===== config.mk =====
export PLATFORM = sky130hd
export DESIGN_NAME = ppc_regs
export DESIGN_NICKNAME = d
export VERILOG_FILES = /design/src/hdl/ppc_pkg.sv /design/src/hdl/ppc_regs.sv /design/src/hdl/ppc_port.sv
export VERILOG_INCLUDE_DIRS = /design/src /design/src/hdl
export SDC_FILE = /design/constraint.sdc
export NUM_CORES = 1
export LEC_CHECK = 0
export ABC_AREA = 0
export BUFFER_PORTS_ARGS = -buffer_cell sky130_fd_sc_hd__buf_2
export CAP_MARGIN = 20
export CORE_MARGIN = 2
export CORE_UTILIZATION = 45
export CTS_CLUSTER_SIZE = 28
export DETAILED_ROUTE_END_ITERATION = 10
export PLACE_DENSITY = 0.64
export SYNTH_ARGS = -nofsm -noshare
export SYNTH_HDL_FRONTEND = slang
export SYNTH_SLANG_ARGS = --single-unit

===== constraint.sdc =====
create_clock -name clk_i -period 3.8 [get_ports clk_i]
set_input_delay 0.38 -clock clk_i [delete_from_list [all_inputs] [get_ports clk_i]]
set_output_delay 0.38 -clock clk_i [all_outputs]
set_load 0.005 [all_outputs]

===== src/hdl/ppc_cfg.svh =====
// Offsets, field positions, reset values and the rule summary for the port control bank
// =====================================================================
// Summary of operation
// - Negotiation enable set: negotiate speed/duplex; clear: use forced speed and duplex bits.
// - Negotiation enable, speed and duplex defaults come from straps sampled during reset; the code catches them on the first clock edge after reset release.
// - Negotiation off: forced speed one selects 100BT, zero selects 10BT.
// - Forced duplex one is full, zero half; used when negotiation off or failed.
// - Bits 4..0 advertise pause, 100 full, 100 half, 10 full, 10 half; default one.
// - LED-off bit drives both indicator outputs of the port high.
// - Transmit-disable bit one disables the port transmitter.
// - Far-end fault disable stops fault detection and fault pattern transmission.
// - Bit 2 one disables automatic crossover; zero enables it.
// - Crossover off: bit 1 one forces MDI, zero forces MDI-X.
// - Port 1 loopback: port 2 receive looped through port 1 back to port 2 transmit.
// - Port 2 loopback: port 1 receive looped through port 2 back to port 1 transmit.
`ifndef PPC_CFG_SVH
`define PPC_CFG_SVH

// =====================================================================
// Register offsets
`define PPC_P1_NEG_OFS     8'h1C
`define PPC_P1_LINE_OFS    8'h1D
`define PPC_P2_NEG_OFS     8'h2C
`define PPC_P2_LINE_OFS    8'h2D
`define PPC_P3_RSVD_A_OFS  8'h3C
`define PPC_P3_RSVD_B_OFS  8'h3D

// =====================================================================
// Negotiation control fields
`define PPC_NEG_EN_BIT     7
`define PPC_NEG_SPD_BIT    6
`define PPC_NEG_DPX_BIT    5
`define PPC_ADV_MSB        4
`define PPC_ADV_RST        5'h1F

// =====================================================================
// Line control fields
`define PPC_LED_OFF_BIT    7
`define PPC_TX_DIS_BIT     6
`define PPC_RESTART_BIT    5
`define PPC_FEF_DIS_BIT    4
`define PPC_PWR_DN_BIT     3
`define PPC_XOVR_DIS_BIT   2
`define PPC_FORCE_MDI_BIT  1
`define PPC_LOOP_BIT       0
`define PPC_LINE_RST       8'h00

`endif


===== src/hdl/ppc_pkg.sv =====
// Types shared by the port control bank
package ppc_pkg;
    typedef logic [7:0] ppc_byte_t;
    typedef enum logic [1:0] {
        PPC_CFG_ANY,
        PPC_CFG_NEG,
        PPC_CFG_LINE
    } ppc_sel_t;
endpackage


===== src/hdl/ppc_regs.sv =====
// Two-port control register bank with byte register port
`timescale 1ns/1ps
`include "ppc_cfg.svh"
module ppc_regs (
    input  wire logic            clk_i,
    input  wire logic            sys_rst_i,
    input  wire logic [7:0]      addr_i,
    input  wire logic            wr_i,
    input  wire logic            rd_i,
    input  wire logic [7:0]      wdata_i,
    output logic      [7:0]      rdata_o,
    output logic                 rvalid_o,
    input  wire logic            port1_negotiate_strap_i,
    input  wire logic            port2_negotiate_strap_i,
    input  wire logic            port1_speed_strap_i,
    input  wire logic            port2_speed_strap_i,
    input  wire logic            port1_duplex_strap_i,
    input  wire logic            port2_duplex_strap_i,
    input  wire logic [1:0]      an_failed_i,
    output logic      [1:0]      an_enable_o,
    output logic      [1:0]      speed_100_o,
    output logic      [1:0]      duplex_full_o,
    output logic      [9:0]      advertise_o,
    output logic      [1:0]      port_indicator_one_o,
    output logic      [1:0]      port_indicator_zero_o,
    output logic      [1:0]      tx_disable_o,
    output logic      [1:0]      an_restart_o,
    output logic      [1:0]      fef_enable_o,
    output logic      [1:0]      power_down_o,
    output logic      [1:0]      auto_xover_o,
    output logic      [1:0]      mdi_mode_o,
    output logic                 loop_p2_via_p1_o,
    output logic                 loop_p1_via_p2_o
);
    // =====================================================================
    // Address decode
    function automatic ppc_pkg::ppc_sel_t ppc_decode(input logic [7:0] a, input logic [7:0] neg_ofs,
                                                      input logic [7:0] line_ofs);
        ppc_decode = (a == neg_ofs) ? ppc_pkg::PPC_CFG_NEG :
                     (a == line_ofs) ? ppc_pkg::PPC_CFG_LINE : ppc_pkg::PPC_CFG_ANY;
    endfunction

    ppc_pkg::ppc_sel_t sel1;
    ppc_pkg::ppc_sel_t sel2;
    ppc_pkg::ppc_byte_t neg_q [2];
    ppc_pkg::ppc_byte_t line_q [2];
    logic [1:0] loop_w;
    logic [1:0] neg_wr;
    logic [1:0] line_wr;

    assign sel1       = ppc_decode(addr_i, `PPC_P1_NEG_OFS, `PPC_P1_LINE_OFS);
    assign sel2       = ppc_decode(addr_i, `PPC_P2_NEG_OFS, `PPC_P2_LINE_OFS);
    // Port 3 slots are reserved: writes dropped, reads zero
    assign neg_wr[0]  = wr_i && (sel1 == ppc_pkg::PPC_CFG_NEG);
    assign neg_wr[1]  = wr_i && (sel2 == ppc_pkg::PPC_CFG_NEG);
    assign line_wr[0] = wr_i && (sel1 == ppc_pkg::PPC_CFG_LINE);
    assign line_wr[1] = wr_i && (sel2 == ppc_pkg::PPC_CFG_LINE);

    // =====================================================================
    // Ports
    logic [1:0] neg_strap;
    logic [1:0] spd_strap;
    logic [1:0] dpx_strap;
    assign neg_strap = {port2_negotiate_strap_i, port1_negotiate_strap_i};
    assign spd_strap = {port2_speed_strap_i, port1_speed_strap_i};
    assign dpx_strap = {port2_duplex_strap_i, port1_duplex_strap_i};

    genvar g;
    generate
        for (g = 0; g < 2; g++) begin : g_port
            ppc_port u_port (
                .clk_i            (clk_i),
                .sys_rst_i        (sys_rst_i),
                .neg_strap_i      (neg_strap[g]),
                .spd_strap_i      (spd_strap[g]),
                .dpx_strap_i      (dpx_strap[g]),
                .neg_wr_i         (neg_wr[g]),
                .line_wr_i        (line_wr[g]),
                .wdata_i          (wdata_i),
                .an_failed_i      (an_failed_i[g]),
                .neg_reg_o        (neg_q[g]),
                .line_reg_o       (line_q[g]),
                .an_enable_o      (an_enable_o[g]),
                .speed_100_o      (speed_100_o[g]),
                .duplex_full_o    (duplex_full_o[g]),
                .advertise_o      (advertise_o[g*5 +: 5]),
                .indicator_one_o  (port_indicator_one_o[g]),
                .indicator_zero_o (port_indicator_zero_o[g]),
                .tx_disable_o     (tx_disable_o[g]),
                .an_restart_o     (an_restart_o[g]),
                .fef_enable_o     (fef_enable_o[g]),
                .power_down_o     (power_down_o[g]),
                .auto_xover_o     (auto_xover_o[g]),
                .mdi_mode_o       (mdi_mode_o[g]),
                .loopback_o       (loop_w[g])
            );
        end
    endgenerate

    // Loop is named by the port whose line is looped, not the port whose PMA turns it round
    assign loop_p2_via_p1_o = loop_w[0];
    assign loop_p1_via_p2_o = loop_w[1];

    // =====================================================================
    // Read path, one cycle latency
    always_ff @(posedge clk_i or posedge sys_rst_i) begin
        if (sys_rst_i) begin
            rdata_o  <= 8'h00;
            rvalid_o <= 1'b0;
        end else begin
            rvalid_o <= rd_i;
            if (rd_i) begin
                case (1'b1)
                    (sel1 == ppc_pkg::PPC_CFG_NEG):  rdata_o <= neg_q[0];
                    (sel1 == ppc_pkg::PPC_CFG_LINE): rdata_o <= line_q[0];
                    (sel2 == ppc_pkg::PPC_CFG_NEG):  rdata_o <= neg_q[1];
                    (sel2 == ppc_pkg::PPC_CFG_LINE): rdata_o <= line_q[1];
                    default:                         rdata_o <= 8'h00;
                endcase
            end
        end
    end
endmodule


===== src/hdl/ppc_port.sv =====
// One copper port: control registers and the derived PHY controls
`timescale 1ns/1ps
`include "ppc_cfg.svh"
module ppc_port (
    input  wire logic            clk_i,
    input  wire logic            sys_rst_i,
    input  wire logic            neg_strap_i,
    input  wire logic            spd_strap_i,
    input  wire logic            dpx_strap_i,
    input  wire logic            neg_wr_i,
    input  wire logic            line_wr_i,
    input  wire logic [7:0]      wdata_i,
    input  wire logic            an_failed_i,
    output logic      [7:0]      neg_reg_o,
    output logic      [7:0]      line_reg_o,
    output logic                 an_enable_o,
    output logic                 speed_100_o,
    output logic                 duplex_full_o,
    output logic      [4:0]      advertise_o,
    output logic                 indicator_one_o,
    output logic                 indicator_zero_o,
    output logic                 tx_disable_o,
    output logic                 an_restart_o,
    output logic                 fef_enable_o,
    output logic                 power_down_o,
    output logic                 auto_xover_o,
    output logic                 mdi_mode_o,
    output logic                 loopback_o
);
    // =====================================================================
    // Storage
    logic [7:0] neg_reg;
    logic [7:0] line_reg;
    logic       strap_done_reg;
    logic       restart_reg;

    // Async reset may only load constants, so the straps are caught on the first edge after release
    always_ff @(posedge clk_i or posedge sys_rst_i) begin
        if (sys_rst_i) begin
            neg_reg        <= {3'h7, `PPC_ADV_RST};
            strap_done_reg <= 1'b0;
        end else if (!strap_done_reg) begin
            neg_reg        <= {neg_strap_i, spd_strap_i, dpx_strap_i, neg_reg[`PPC_ADV_MSB:0]};
            strap_done_reg <= 1'b1;
        end else if (neg_wr_i) begin
            neg_reg        <= wdata_i;
        end
    end

    always_ff @(posedge clk_i or posedge sys_rst_i) begin
        if (sys_rst_i) begin
            line_reg <= `PPC_LINE_RST;
        end else if (line_wr_i) begin
            line_reg <= wdata_i;
        end
    end

    // Restart is a one-cycle pulse per write of one; the stored bit reads back as written
    always_ff @(posedge clk_i or posedge sys_rst_i) begin
        if (sys_rst_i) begin
            restart_reg <= 1'b0;
        end else begin
            restart_reg <= line_wr_i & wdata_i[`PPC_RESTART_BIT];
        end
    end

    // =====================================================================
    // Derived controls, all registered
    always_ff @(posedge clk_i or posedge sys_rst_i) begin
        if (sys_rst_i) begin
            an_enable_o   <= 1'b1;
            speed_100_o   <= 1'b1;
            duplex_full_o <= 1'b1;
            advertise_o   <= `PPC_ADV_RST;
        end else begin
            an_enable_o   <= neg_reg[`PPC_NEG_EN_BIT];
            // While negotiating the speed comes from the exchange, so the forced value is advertised only
            speed_100_o   <= neg_reg[`PPC_NEG_SPD_BIT];
            duplex_full_o <= (!neg_reg[`PPC_NEG_EN_BIT] || an_failed_i) ? neg_reg[`PPC_NEG_DPX_BIT] : 1'b0;
            advertise_o   <= neg_reg[`PPC_ADV_MSB:0];
        end
    end

    always_ff @(posedge clk_i or posedge sys_rst_i) begin
        if (sys_rst_i) begin
            indicator_one_o  <= 1'b0;
            indicator_zero_o <= 1'b0;
            tx_disable_o     <= 1'b0;
            an_restart_o     <= 1'b0;
            fef_enable_o     <= 1'b1;
            power_down_o     <= 1'b0;
            auto_xover_o     <= 1'b1;
            mdi_mode_o       <= 1'b0;
            loopback_o       <= 1'b0;
        end else begin
            indicator_one_o  <= line_reg[`PPC_LED_OFF_BIT];
            indicator_zero_o <= line_reg[`PPC_LED_OFF_BIT];
            tx_disable_o     <= line_reg[`PPC_TX_DIS_BIT];
            an_restart_o     <= restart_reg;
            fef_enable_o     <= !line_reg[`PPC_FEF_DIS_BIT];
            power_down_o     <= line_reg[`PPC_PWR_DN_BIT];
            auto_xover_o     <= !line_reg[`PPC_XOVR_DIS_BIT];
            mdi_mode_o       <= line_reg[`PPC_FORCE_MDI_BIT];
            loopback_o       <= line_reg[`PPC_LOOP_BIT];
        end
    end

    assign neg_reg_o  = neg_reg;
    assign line_reg_o = line_reg;
endmodule


After elaboration in Yosys (flattened, before gate mapping)
Index checks and enable logic that the tools add are counted.
{ "word_totals": {"register_bits": 76, "word_cells": 75} }
{ "classes": {"n_eq_ne": 10, "mux": 14, "bitwise": 2, "n_reduce_logical": 14} }
{ "op_table": {"columns": ["cell", "count"], "rows": [
  ["$mux 8", 8],
  ["$eq 8x5->1 const B", 2],
  ["$eq 8x6->1 const B", 2],
  ["$mux 2", 4],
  ["$logic_not 1->1", 6],
  ["$eq 2x1->1 const B", 2],
  ["$eq 2x2->1 const B", 2],
  ["$logic_and 1x1->1", 4],
  ["$reduce_and 2->1", 2],
  ["$and 1x1->1", 2],
  ["$logic_or 1x1->1", 2],
  ["$mux 1", 2],
  ["$ne 2x1->1 const B", 1],
  ["$ne 2x2->1 const B", 1]
]} }

Longest topological paths before layout
Gate-level depths: netlist of the first run.
{ "depth": {"ltp_word": 8, "ltp_mapped": 6} }

Hierarchy
From an unflattened synthesis of the first run, not the netlist that was laid out.
{ "hier_totals": {"hier_cells": 231, "area_unflattened_um2": 3039.2} }
{ "by_module_without_submodules": {"columns": ["mod", "n_inst", "cells_per_inst", "area_each_um2", "seq_area_each_um2"], "rows": [
  ["ppc_port", 2, 68, 1146.1, 873.3],
  ["ppc_regs", 1, 95, 747.0, 225.2]
]} }

Worst setup path before layout of the first run
No wires, ideal clock.
{ "synth_timing": {"kind": "input port to flip-flop", "start": "input addr_i[4]", "end": "register g_port[1].u_port.neg_reg[0]", "setup_time_ns": 0.082, "t_arrival_ns": 1.433, "t_required_ns": 3.718, "slack_ns": 2.284, "cell_stages": 5, "n_path_buf": 2, "cell_sequence": "nor4b_4 > buf_6 > and4b_1 > buf_6 > mux2_4"} }
{ "synth_between": {"elab_chain_len": 6, "word_cells_on_any_way": 7, "classes_between": "3 x eq/ne; 2 x mux; 2 x reduce/logical"} }
{ "synth_lines": {"columns": ["element", "line_no", "rtl"], "rows": [
  ["from (decl)", "ppc_regs.sv:7", "input wire logic [7:0] addr_i,"],
  ["$eq 8x6->1", "ppc_regs.sv:40", "(a == line_ofs) ? ppc_pkg::PPC_CFG_LINE : ppc_pkg::PPC_CFG_ANY;"],
  ["$mux 2", "ppc_regs.sv:40", null],
  ["$mux 2 (*)", "ppc_regs.sv:39", "ppc_decode = (a == neg_ofs) ? ppc_pkg::PPC_CFG_NEG :"],
  ["$eq 2x1->1 (*)", "ppc_regs.sv:55", "assign neg_wr[1] = wr_i && (sel2 == ppc_pkg::PPC_CFG_NEG);"],
  ["$logic_and 1x1->1 (*)", "ppc_regs.sv:55", null],
  ["$reduce_and 2->1 (no line) (*)", null, null],
  ["to (signal assigned)", "ppc_port.sv:40", "neg_reg <= {3'h7, `PPC_ADV_RST};"],
  ["to (signal assigned)", "ppc_port.sv:43", "neg_reg <= {neg_strap_i, spd_strap_i, dpx_strap_i, neg_reg[`PPC_ADV_MSB:0]};"],
  ["to (signal assigned)", "ppc_port.sv:46", "neg_reg <= wdata_i;"],
  ["to (decl)", "ppc_port.sv:32", "logic [7:0] neg_reg;"]
]} }
Mark *: on every way between the ends. The rest lies on a longest branch, timed or not.
A chain may end at the register's enable or synchronous reset.

Worst setup path in the final report of the first run
{ "layout_timing": {"start": "input addr_i[4]", "end": "register g_port[1].u_port.neg_reg[3]"} }
The elaborated chain is that of the path after synthesis.

==> impl_results.md, run 1 <==
- Synthesis-to-layout area growth: 14.4%
- Clock power share: about two fifths
- Worst slew pin tran: 0.852 ns
- CTS Buf Count: 9
- Final core utilization: 52.9%
- Drt initial violations: 80
- Slew HR: around 43%
- Core ar.: between 6000 and 7000 sq um
- Unrepaired setup endpoints after global routing: false
- Vias per cell: 4.99
- Die Span Y: ~90 um
- Die X: about 88 um
- Final #Nets: 310
- Yosys synthesis warning count: 0
- Synth Net Count: 258
- Leak Pwr: 0.00172 uW
- Sequential power share: between 50% and 60%
- Final Skew: roughly 0.011 ns
- VDD IR max: 0.281 mV
- DP HPWL: between 4000 and 5000 um
- GR Overflow Total: 0
- #FFs+latches synth: 76
- Clk sink count: 76
- Most used DFF post-synth: dfrtp_1
- HP Class: input pin to async pin
- Row count: 30
- Largest net degree at the start of global routing: 43
- Final setup vio count: 0
- Power per cell area: around 440 nW/um^2
- Port bufs: 70
- ANT cells: 0
- F_max: 553 MHz
- Starting density of the core: 46.3%
- CTS tree: built
- Power, Total: about 1600 uW
- Antenna-violating nets left: 0
- All-layer global routing usage: between 10% and 20%
- First-pass GRT wire length: slightly below 10000 um
- DIE AREA: roughly 7700 sq um
- Post-CTS sizing: 0
- DR WL/cell: between 15 and 20 um
- Worst Path Arrival: between 2 and 2.5 ns
- Setup TNS Final: 0 ns
- Critical Path End Type: register
- Vias in the first global route: between 1500 and 2000
- Switch share: between 20% and 30%
- CTS root buf: clkbuf_8
- Worst-path clk slew: ~0.090 ns
- Setup Buffers After CTS: 0
- Share of cells above drive strength 1: between 50% and 60%
- Synthesized area: between 3000 and 4000 sq um
- RePlAce Congestion: just over 0.7
- Crit Path Class: input pin to register
- Latest clock arrival within the worst-skew pair: about 0.35 ns
- Outcome: complete, no violations
- WP data required: just over 4 ns
- Initial antenna violation count: 0
- Pre-CTS setup slack: 1.63 ns
- Ys async rst share: 100%
- DRC: 0
- Final hold viol count: 0
- Post-CTS Hold Fix Bufs: 0
- Drt pass-1 iters: 4
- Average size of a mapped cell: ~14 sq um
- Final worst path period need: 1.81 ns
- Max Cap Violations: 0
- Pins Over Slew Limit: 0
- Sw power: between 300 and 400 uW
- Seq/Total Area, Yosys: 61.9%
- CTS Buffer Depth: 2
- IO Pins: 71
- H-tree depth: 3
- Internal power: 1210 uW
- Mapped Cells: 230
- Setup ws final: about 2 ns
- Final worst-path cycle share: roughly 48%
- Final WL: about 6000 um
- CP Max Fanout: 12
- Post-synth EDFFs: 0
- Count of cell types in the netlist: 32
- Total number of vias: between 1500 and 2000
- Comb power frac: 6.5%
- CP startpoint kind: input pin
-- layout make-up --
type | instances | area (sq um)
clock buffers | 10 | 128
flip-flops and latches | 76 | 1950
inverters | 15 | 56.3
clock inverters | 6 | 71.3
fillers | 606 | 3200
well taps | 96 | 120
repair buffers | 75 | 385
multi-input cells | 105 | 888
-- worst paths after layout --
check	from	endpoint	slack [ns]	cells after the start
max	addr_i[4]	g_port[1].u_port.neg_reg_o[3]	1.99	5
min	sys_rst_i	g_port[1].u_port.line_reg_o[3]	0.20	2
max reg2reg	g_port[0].u_port.strap_done_reg	g_port[0].u_port.neg_reg_o[4]	2.27	2
min reg2reg	g_port[0].u_port.restart_reg	g_port[0].u_port.an_restart_o	0.36	0
max in group asynchronous	sys_rst_i	g_port[0].u_port.neg_reg_o[5]	2.75	3
min in group clk_i	an_failed_i[0]	g_port[0].u_port.duplex_full_o	0.24	3
-- power groups by stage --
stage          clock, uW  combinational, uW  sequential (uW)
5_1_grt              669                117              882
3_3_place_gp           0                103              892
4_1_cts              624                106              878
6_report             612                104              878
3_5_place_dp           0                106              892
2_1_floorplan          0               73.8              886
-- metrics by stage --
step	instance area, sq um	std cells	hold slack [ns]
5_1_grt	3600	383	0.251
2_1_floorplan	3140	230	0.331
4_1_cts	3590	382	0.219
3_3_place_gp	3390	366	0.335
3_5_place_dp	3390	366	0.336
6_report	3600	383	0.203
-- synth_stat cells (4+ instances only) --
cell	n	area [sq um]
a21oi_1	14	70.1
a32oi_1	8	70.1
buf_4	24	180
buf_6	4	45.0
dfrtp_1	40	1000
dfstp_2	36	946
inv_1	15	56.3
mux2_2	14	158
mux2_4	10	150
mux2i_1	6	60.1
nor2_1	7	26.3
o21a_1	8	60.1
o21ai_0	8	40.0
o22ai_1	8	50.1
-- metal layers --
layer	share of wire, %	wire length, um	vias up	track usage, %
li1	-	-	881	-
met1	45	2720	964	23.7
met2	48	2870	56	25.6
met3	4.7	280	10	3.96
met4	2.1	123	0	8.95
met5	0	0	-	0
-- placed cells by master, fill, tap and decap left out, types with 2 or more instances in the layout --
master	n
clkinvlp_4	2
a21oi_1	14
mux2i_1	6
o22ai_1	8
a21boi_0	2
and3_1	2
and4b_1	3
inv_1	14
mux2_4	10
a32oi_1	8
dfrtp_1	40
buf_2	70
o21ai_0	8
nand2_1	2
a21o_1	2
mux2_2	14
dfstp_2	36
buf_4	4
o21a_1	8
nor2_1	7
inv_6	2
nor4b_4	2
clkbuf_8	9
-- critical path, stage by stage --
cell     delay, ns
buf_2         0.12
nor4b_4       0.53
buf_4         0.29
and4b_1       0.43
mux2_4        0.34
-- cells by family (layout without fill, tap and decap cells) --
group / count (synthesis) / after routing / synth area share, %
AO/OA/AOI/OAI: 50 / 50 / 10.2
buffers and inverters: 49 / 106 / 9.83
flip-flops: 76 / 76 / 61.9
multiplexers: 30 / 30 / 11.7
other: 1 / 1 / 0.119
AND/OR/NAND/NOR: 24 / 24 / 6.25
Power figures use the tool's default switching activity.
==> inputs of run 2 (changes only) <==
clock period = 1.8 ns   (was 3.8 ns; I/O delays follow)
==> impl_results.md, run 2 (same netlist as run 1, synthesis figures left out) <==
- Most common cell after layout, fill and taps aside: buf_2
- Worst-path clk slew: 0.07 ns (-0.02 ns)
- DIE AREA: 7670 sq um (unchanged)
- Final hold viol count: 0 (unchanged)
- All-layer global routing usage: 17.1% (-0.071 points)
- Power per cell area: 971 nW/um^2 (+120%)
- DRC: 0 (unchanged)
- Final worst-path cycle share: 72.4%
- Final setup vio count: 0 (unchanged)
- Crit Path Class: input pin to register
- Unrepaired setup endpoints after global routing: false
- Vias in the first global route: 1970 (+2.0%)
- Share of cells above drive strength 1: 54.1% (-0.25 points)
- CP top delay family: simple AND/OR/NAND/NOR gates
- H-tree depth: 3 (unchanged)
- Gr busiest metal: met2
- Final core utilization: 54.5% (+1.6 points)
- Port bufs: 70 (unchanged)
- CTS Buffer Depth: 2 (unchanged)
- HP Class: input pin to register
- F_max: around 770 MHz
- First-pass GRT wire length: 9850 um (+0.49%)
- Drt pass-1 iters: 4 (unchanged)
- Most frequent cells in the layout: buf_2, dfrtp_1, dfstp_2
- Crit-path most repeated cell: and4b_1
- RePlAce Congestion: 0.726 (+1.2%)
- Starting density of the core: 46.3% (unchanged)
- Final WL: 6030 um (+0.60%)
- Max Cap Violations: 0 (unchanged)
- Die Span Y: 87.6 um (unchanged)
- IO Pins: 71 (unchanged)
- Outcome: complete, no violations
- CP max stage delay: 0.54 ns (about the same)
- Initial antenna violation count: 0 (unchanged)
- Drt initial violations: 74 (-7.5%)
- Post-CTS sizing: 0 (unchanged)
- Vias per cell: 4.94 (-1.1%)
- Total number of vias: 1915 (+0.21%)
- Latest clock arrival within the worst-skew pair: 0.34 ns (about the same)
- CTS Buf Count: 9 (unchanged)
- Post-CTS Hold Fix Bufs: 1 (+1)
- CTS root buf: clkbuf_8
- Row count: 30 (unchanged)
- Critical Path End Type: register
- WP data required: 2.06 ns (-2.03 ns)
- Met3 usage: 4.52% (+0.57 points)
- M1 GR Usage: 21.9% (-1.7 points)
- CTS tree: built
- Final worst path period need: approximately 1.3 ns
- GR Overflow Total: 0 (unchanged)
- Worst Path Arrival: 1.57 ns (-0.52 ns)
- Core ar.: 6790 sq um (unchanged)
- Clk sink count: 76 (unchanged)
- DR WL/cell: 15.5 um (-0.70%)
- GR Util met2: 28.8% (+3.2 points)
- CP startpoint kind: input pin
- ANT cells: 0 (unchanged)
- Setup Buffers After CTS: 0 (unchanged)
- Die X: 87.6 um (unchanged)
- Buf/Inv on CP: 1 (-1)
- Slowest CP cell: and4b_1
- Worst slew pin tran: 0.641 ns (-0.211 ns)
- Leak Pwr: 0.00177 uW (+3.0%)
- Power, Total: 3600 uW (+130%)
- VDD IR max: 0.387 mV (+38%)
- Setup TNS Final: 0 ns (unchanged)
- Final #Nets: 315 (+1.6%)
- Largest net degree at the start of global routing: 28 (-35%)
- Final Skew: 0.00639 ns (-0.00510 ns)
- DP HPWL: 4320 um (+3.7%)
- Antenna-violating nets left: 0 (unchanged)
- Synthesis-to-layout area growth: 17.7%
- Slew HR: 57.2% (+14 points)
- Pins Over Slew Limit: 0 (unchanged)
- CP Cell Sequence: buf_2 -> and4b_1 -> and4b_1 -> mux2_4
- CP Max Fanout: 5 (-7)
run 2: report_power, final:
group | total (uW) | internal [uW] | switching, uW
combinational | 236 | 110 | 126
sequential | 1850 | 1810 | 40.0
clock | 1510 | 926 | 583
total | 3600 | 2850 | 749
run 2: layout make-up:
class	count	area [sq um]
Multi-Input combinational cell	105	888
Sequential cell	76	1950
Tap cell	96	120
Timing Repair Buffer	80	453
Clock buffer	12	135
Fill cell	601	3090
Inverter	15	60.1
Clock inverter	4	98.8
run 2: metrics by stage:
stage / std cells / setup slack [ns] / hold WS, ns / cell area, sq um
after global placement: 371 / 0.152 / 0.299 / 3460
after CTS: 388 / 0.503 / 0.0446 / 3700
after floorplan: 230 / 0.484 / 0.211 / 3150
after detailed placement: 371 / 0.143 / 0.302 / 3460
after global routing: 388 / 0.441 / 0.0349 / 3700
final: 388 / 0.497 / 0.0499 / 3700
run 2: layer usage:
layer	routed length (um)	up-vias
met5	0	-
met1	2630	965
met3	247	7
li1	-	896
met4	68	0
met2	3080	47
run 2: final timing paths:
check / start / endpoint / slack (ns) / depth (start not counted)
worst min register to register: g_port[1].u_port.restart_reg / g_port[1].u_port.an_restart_o / 0.35 / 0
max in group asynchronous: sys_rst_i / g_port[0].u_port.advertise_o[1] / 0.72 / 4
worst max register to register: g_port[0].u_port.strap_done_reg / g_port[0].u_port.neg_reg_o[3] / 0.52 / 2
min in group asynchronous: sys_rst_i / rdata_o[5] / 0.48 / 3
worst min-delay path: an_failed_i[1] / g_port[1].u_port.duplex_full_o / 0.05 / 3
worst max-delay path: addr_i[1] / g_port[0].u_port.neg_reg_o[3] / 0.50 / 4
run 2: worst reg2reg max path, cell delays in order, from the launching register on:
cell     delay (ns)
dfrtp_1        0.37
and4b_1        0.50
mux2_4         0.34
==> inputs of run 3 (changes only) <==
ABC_AREA = 1   (was 0)
clock period = 1.3 ns   (was 1.8 ns; I/O delays follow)
==> impl_results.md, run 3 <==
- DR WL/cell: 12.9 um (-17%)
- Hold endpoint: g_port[1].u_port.neg_reg_o[7]
- Sequential power share: 56.3% (+4.8 points)
- WP data required: 1.57 ns (-0.49 ns)
- CP max stage delay: 0.42 ns (-0.12 ns)
- Ranking of synthesized cells by area: dfrtp_1, dfstp_2, nand2_1
- Latest clock arrival within the worst-skew pair: 0.34 ns (about the same)
- Average size of a mapped cell: 10.5 sq um (-23%)
- CTS root buf: clkbuf_8
- Seq/Total Area, Yosys: 58.3% (-3.6 points)
- Routed wl met2: 2850 um (-7.6%)
- Setup Buffers After CTS: 0 (unchanged)
- #FFs+latches synth: 76 (unchanged)
- Worst-path clk slew: 0.07 ns (about the same)
- Row count: 31 (+3.3%)
- Final worst-path cycle share: a little under nine tenths
- Max Cap Violations: 0 (unchanged)
- Final hold viol count: 0 (unchanged)
- Internal power: 3540 uW (+24%)
- Port bufs: 70 (unchanged)
- Crit Path Class: register to register
- Final Skew: 0.00473 ns (-0.00166 ns)
- F_max: a little over 900 MHz
- Total number of vias: 2219 (+16%)
- Cell accounting for the most synthesized area: dfrtp_1
- Count of cell types in the netlist: 23 (-28%)
- ANT cells: 0 (unchanged)
- R2R depth: 5 (+3)
- Reg-to-Reg End: g_port[1].u_port.neg_reg_o[1]
- Most frequent cells in the layout: nand2_1, buf_2, dfrtp_1
- Drt initial violations: 142 (+92%)
- Starting density of the core: 46.3% (about the same)
- Top-area cell type share of the netlist area: 30.0% (-1.9 points)
- Post-synth EDFFs: 0 (unchanged)
- RePlAce Congestion: 0.819 (+13%)
- Vias per cell: 4.57 (-7.5%)
- HP Class: input pin to register
- Clk sink count: 76 (unchanged)
- Top-count cell post-synth: nand2_1
- Worst r2r src: g_port[0].u_port.strap_done_reg
- Design Area, Final: 3870 sq um (+4.7%)
- CTS tree: built
- DP HPWL: 4500 um (+4.3%)
- CTS Buf Count: 9 (unchanged)
- Largest net degree at the start of global routing: 77 (+180%)
- CP Max Fanout: 10 (+5)
- Drt pass-1 iters: 4 (unchanged)
- Antenna-violating nets left: 0 (unchanged)
- CTS Buffer Depth: 2 (unchanged)
- Final setup vio count: 0 (unchanged)
- VDD IR max: 0.504 mV (+30%)
- IO Pins: 71 (unchanged)
- Post-CTS sizing: 0 (unchanged)
- Final WL: 6250 um (+3.6%)
- R2r setup slk: 0.19 ns (-0.33 ns)
- Critical Path End Type: register
- Met3 wire length: 353 um (+43%)
- Leak Pwr: 0.00206 uW (+17%)
- GR Overflow Total: 0 (unchanged)
- DIE AREA: 8130 sq um (+6.0%)
- Share of cells above drive strength 1: 41.3% (-13 points)
- Worst hold start: port2_negotiate_strap_i
- H-tree depth: 3 (unchanged)
- Die X: 90.2 um (+2.9%)
- All-layer global routing usage: 16.7% (-0.44 points)
- Yosys synthesis warning count: 0 (unchanged)
- Synthesis-to-layout area growth: 16.0%
- Clock power share: 35.9% (-6.1 points)
- Area after DPL: 3650 sq um (+5.5%)
- Sw power: 1030 uW (+37%)
- Post-synth top cells: nand2_1, dfrtp_1, dfstp_2
- Vias in the first global route: 2149 (+9.1%)
- Most used DFF post-synth: dfrtp_1
- Synth Net Count: 347 (+34%)
- Slowest CP cell: dfrtp_1
- First-pass GRT wire length: 10600 um (+8.0%)
- Final #Nets: 410 (+30%)
- Synthesized area: 3340 sq um (+6.2%)
- Outcome: complete, no violations
- Ys async rst share: 100% (unchanged)
- Pins Over Slew Limit: 0 (unchanged)
- CP startpoint kind: register
- Mapped Cells: 319 (+39%)
- Switch share: 22.5% (+1.7 points)
- Placed instance count: 465 (+25%)
- Core ar.: 7210 sq um (+6.2%)
- Post-Route M1 WL: 2890 um (+9.9%)
- CP Cell Sequence: inv_1 -> nor2_4 -> inv_4 -> nand2_1 -> o21ai_2
- Final worst path period need: between 1 and 1.5 ns
- Comb power frac: 7.9% (+1.3 points)
- WHS Path Cells: 3 (unchanged)
- DRC: 0 (unchanged)
- Most common cell after layout, fill and taps aside: nand2_1
- Worst Path Arrival: 1.38 ns (-0.19 ns)
- Initial antenna violation count: 0 (unchanged)
- Max Used Layer: met4
- Final instance count without filler cells: 486 (+25%)
- Unrepaired setup endpoints after global routing: false
- Power per cell area: 1180 nW/um^2 (+21%)
- Number of fillers in the final layout: 695 (+16%)
- Setup TNS Final: 0 ns (unchanged)
- Die Span Y: 90.2 um (+2.9%)
run 3: through the flow:
step / utilization (%) / total power [uW] / setup slack (ns) / hold slack, ns
floorplan: - / 2840 / 0.242 / 0.161
global placement: 50.6 / 2960 / 0.0520 / 0.265
detailed placement: 50.6 / 2960 / 0.0175 / 0.264
CTS: 53.7 / 4640 / 0.188 / 0.00304
global route: 53.7 / 4810 / 0.125 / 0.00419
finish: 53.7 / 4570 / 0.195 / 0.0114
run 3: repair_timing:
item / in CTS / in global routing
setup endpoints to repair: 0 / 0
hold buffers: 5 / 0
hold endpoints to repair: 44 / 0
run 3: area by class of cell:
cell class                      instances  area, sq um  share of cell area, %
Clock buffer                           14          143                   3.68
Clock inverter                          2         35.0                  0.904
Inverter                               35          143                   3.68
Multi-Input combinational cell        179         1030                   26.5
Sequential cell                        76         1950                   50.2
Tap cell                               99          124                   3.20
Timing Repair Buffer                   81          458                   11.8
run 3: logic make-up (layout without fill, tap and decap cells):
group,count (synthesis),after routing,synth area share [%]
simple gates,142,142,23.0
other cells,1,1,0.112
flops,76,76,58.3
compound gates,36,36,7.60
buf+inv,64,132,11.0
run 3: critical path, delay by kind of cell, from the launching register on:
family / cells / cell delay [ns]
AND/OR/NAND/NOR: 2 / 0.19
buffers and inverters: 2 / 0.38
AO/OA/AOI/OAI: 1 / 0.06
flip-flops: 1 / 0.42
run 3: metal layers:
| metal | vias to the layer above | track usage, % |
|---|---|---|
| met5 | - | 0 |
| met4 | 0 | 9.62 |
| met3 | 12 | 3.52 |
| met2 | 69 | 23.5 |
| met1 | 1022 | 23.9 |
| li1 | 1116 | - |
run 3: worst max path at each step:
stage / end / start / cells after the start / slack, ns
2_1_floorplan: g_port[1].u_port.neg_reg_o[3] / g_port[0].u_port.strap_done_reg / 5 / 0.24
3_3_place_gp: g_port[0].u_port.neg_reg_o[3] / addr_i[6] / 9 / 0.05
3_5_place_dp: g_port[0].u_port.neg_reg_o[3] / addr_i[6] / 9 / 0.02
4_1_cts: advertise_o[1] / g_port[0].u_port.advertise_o[1] / 1 / 0.19
5_1_grt: g_port[1].u_port.neg_reg_o[0] / g_port[0].u_port.strap_done_reg / 5 / 0.13
6_report: g_port[1].u_port.neg_reg_o[1] / g_port[0].u_port.strap_done_reg / 5 / 0.19
run 3: power by group through the flow:
stage	logic, uW	clock network [uW]	registers [uW]
floorplan	254	0	2590
global placement	351	0	2610
detailed placement	355	0	2610
CTS	368	1700	2570
global route	407	1820	2580
finish	359	1640	2570
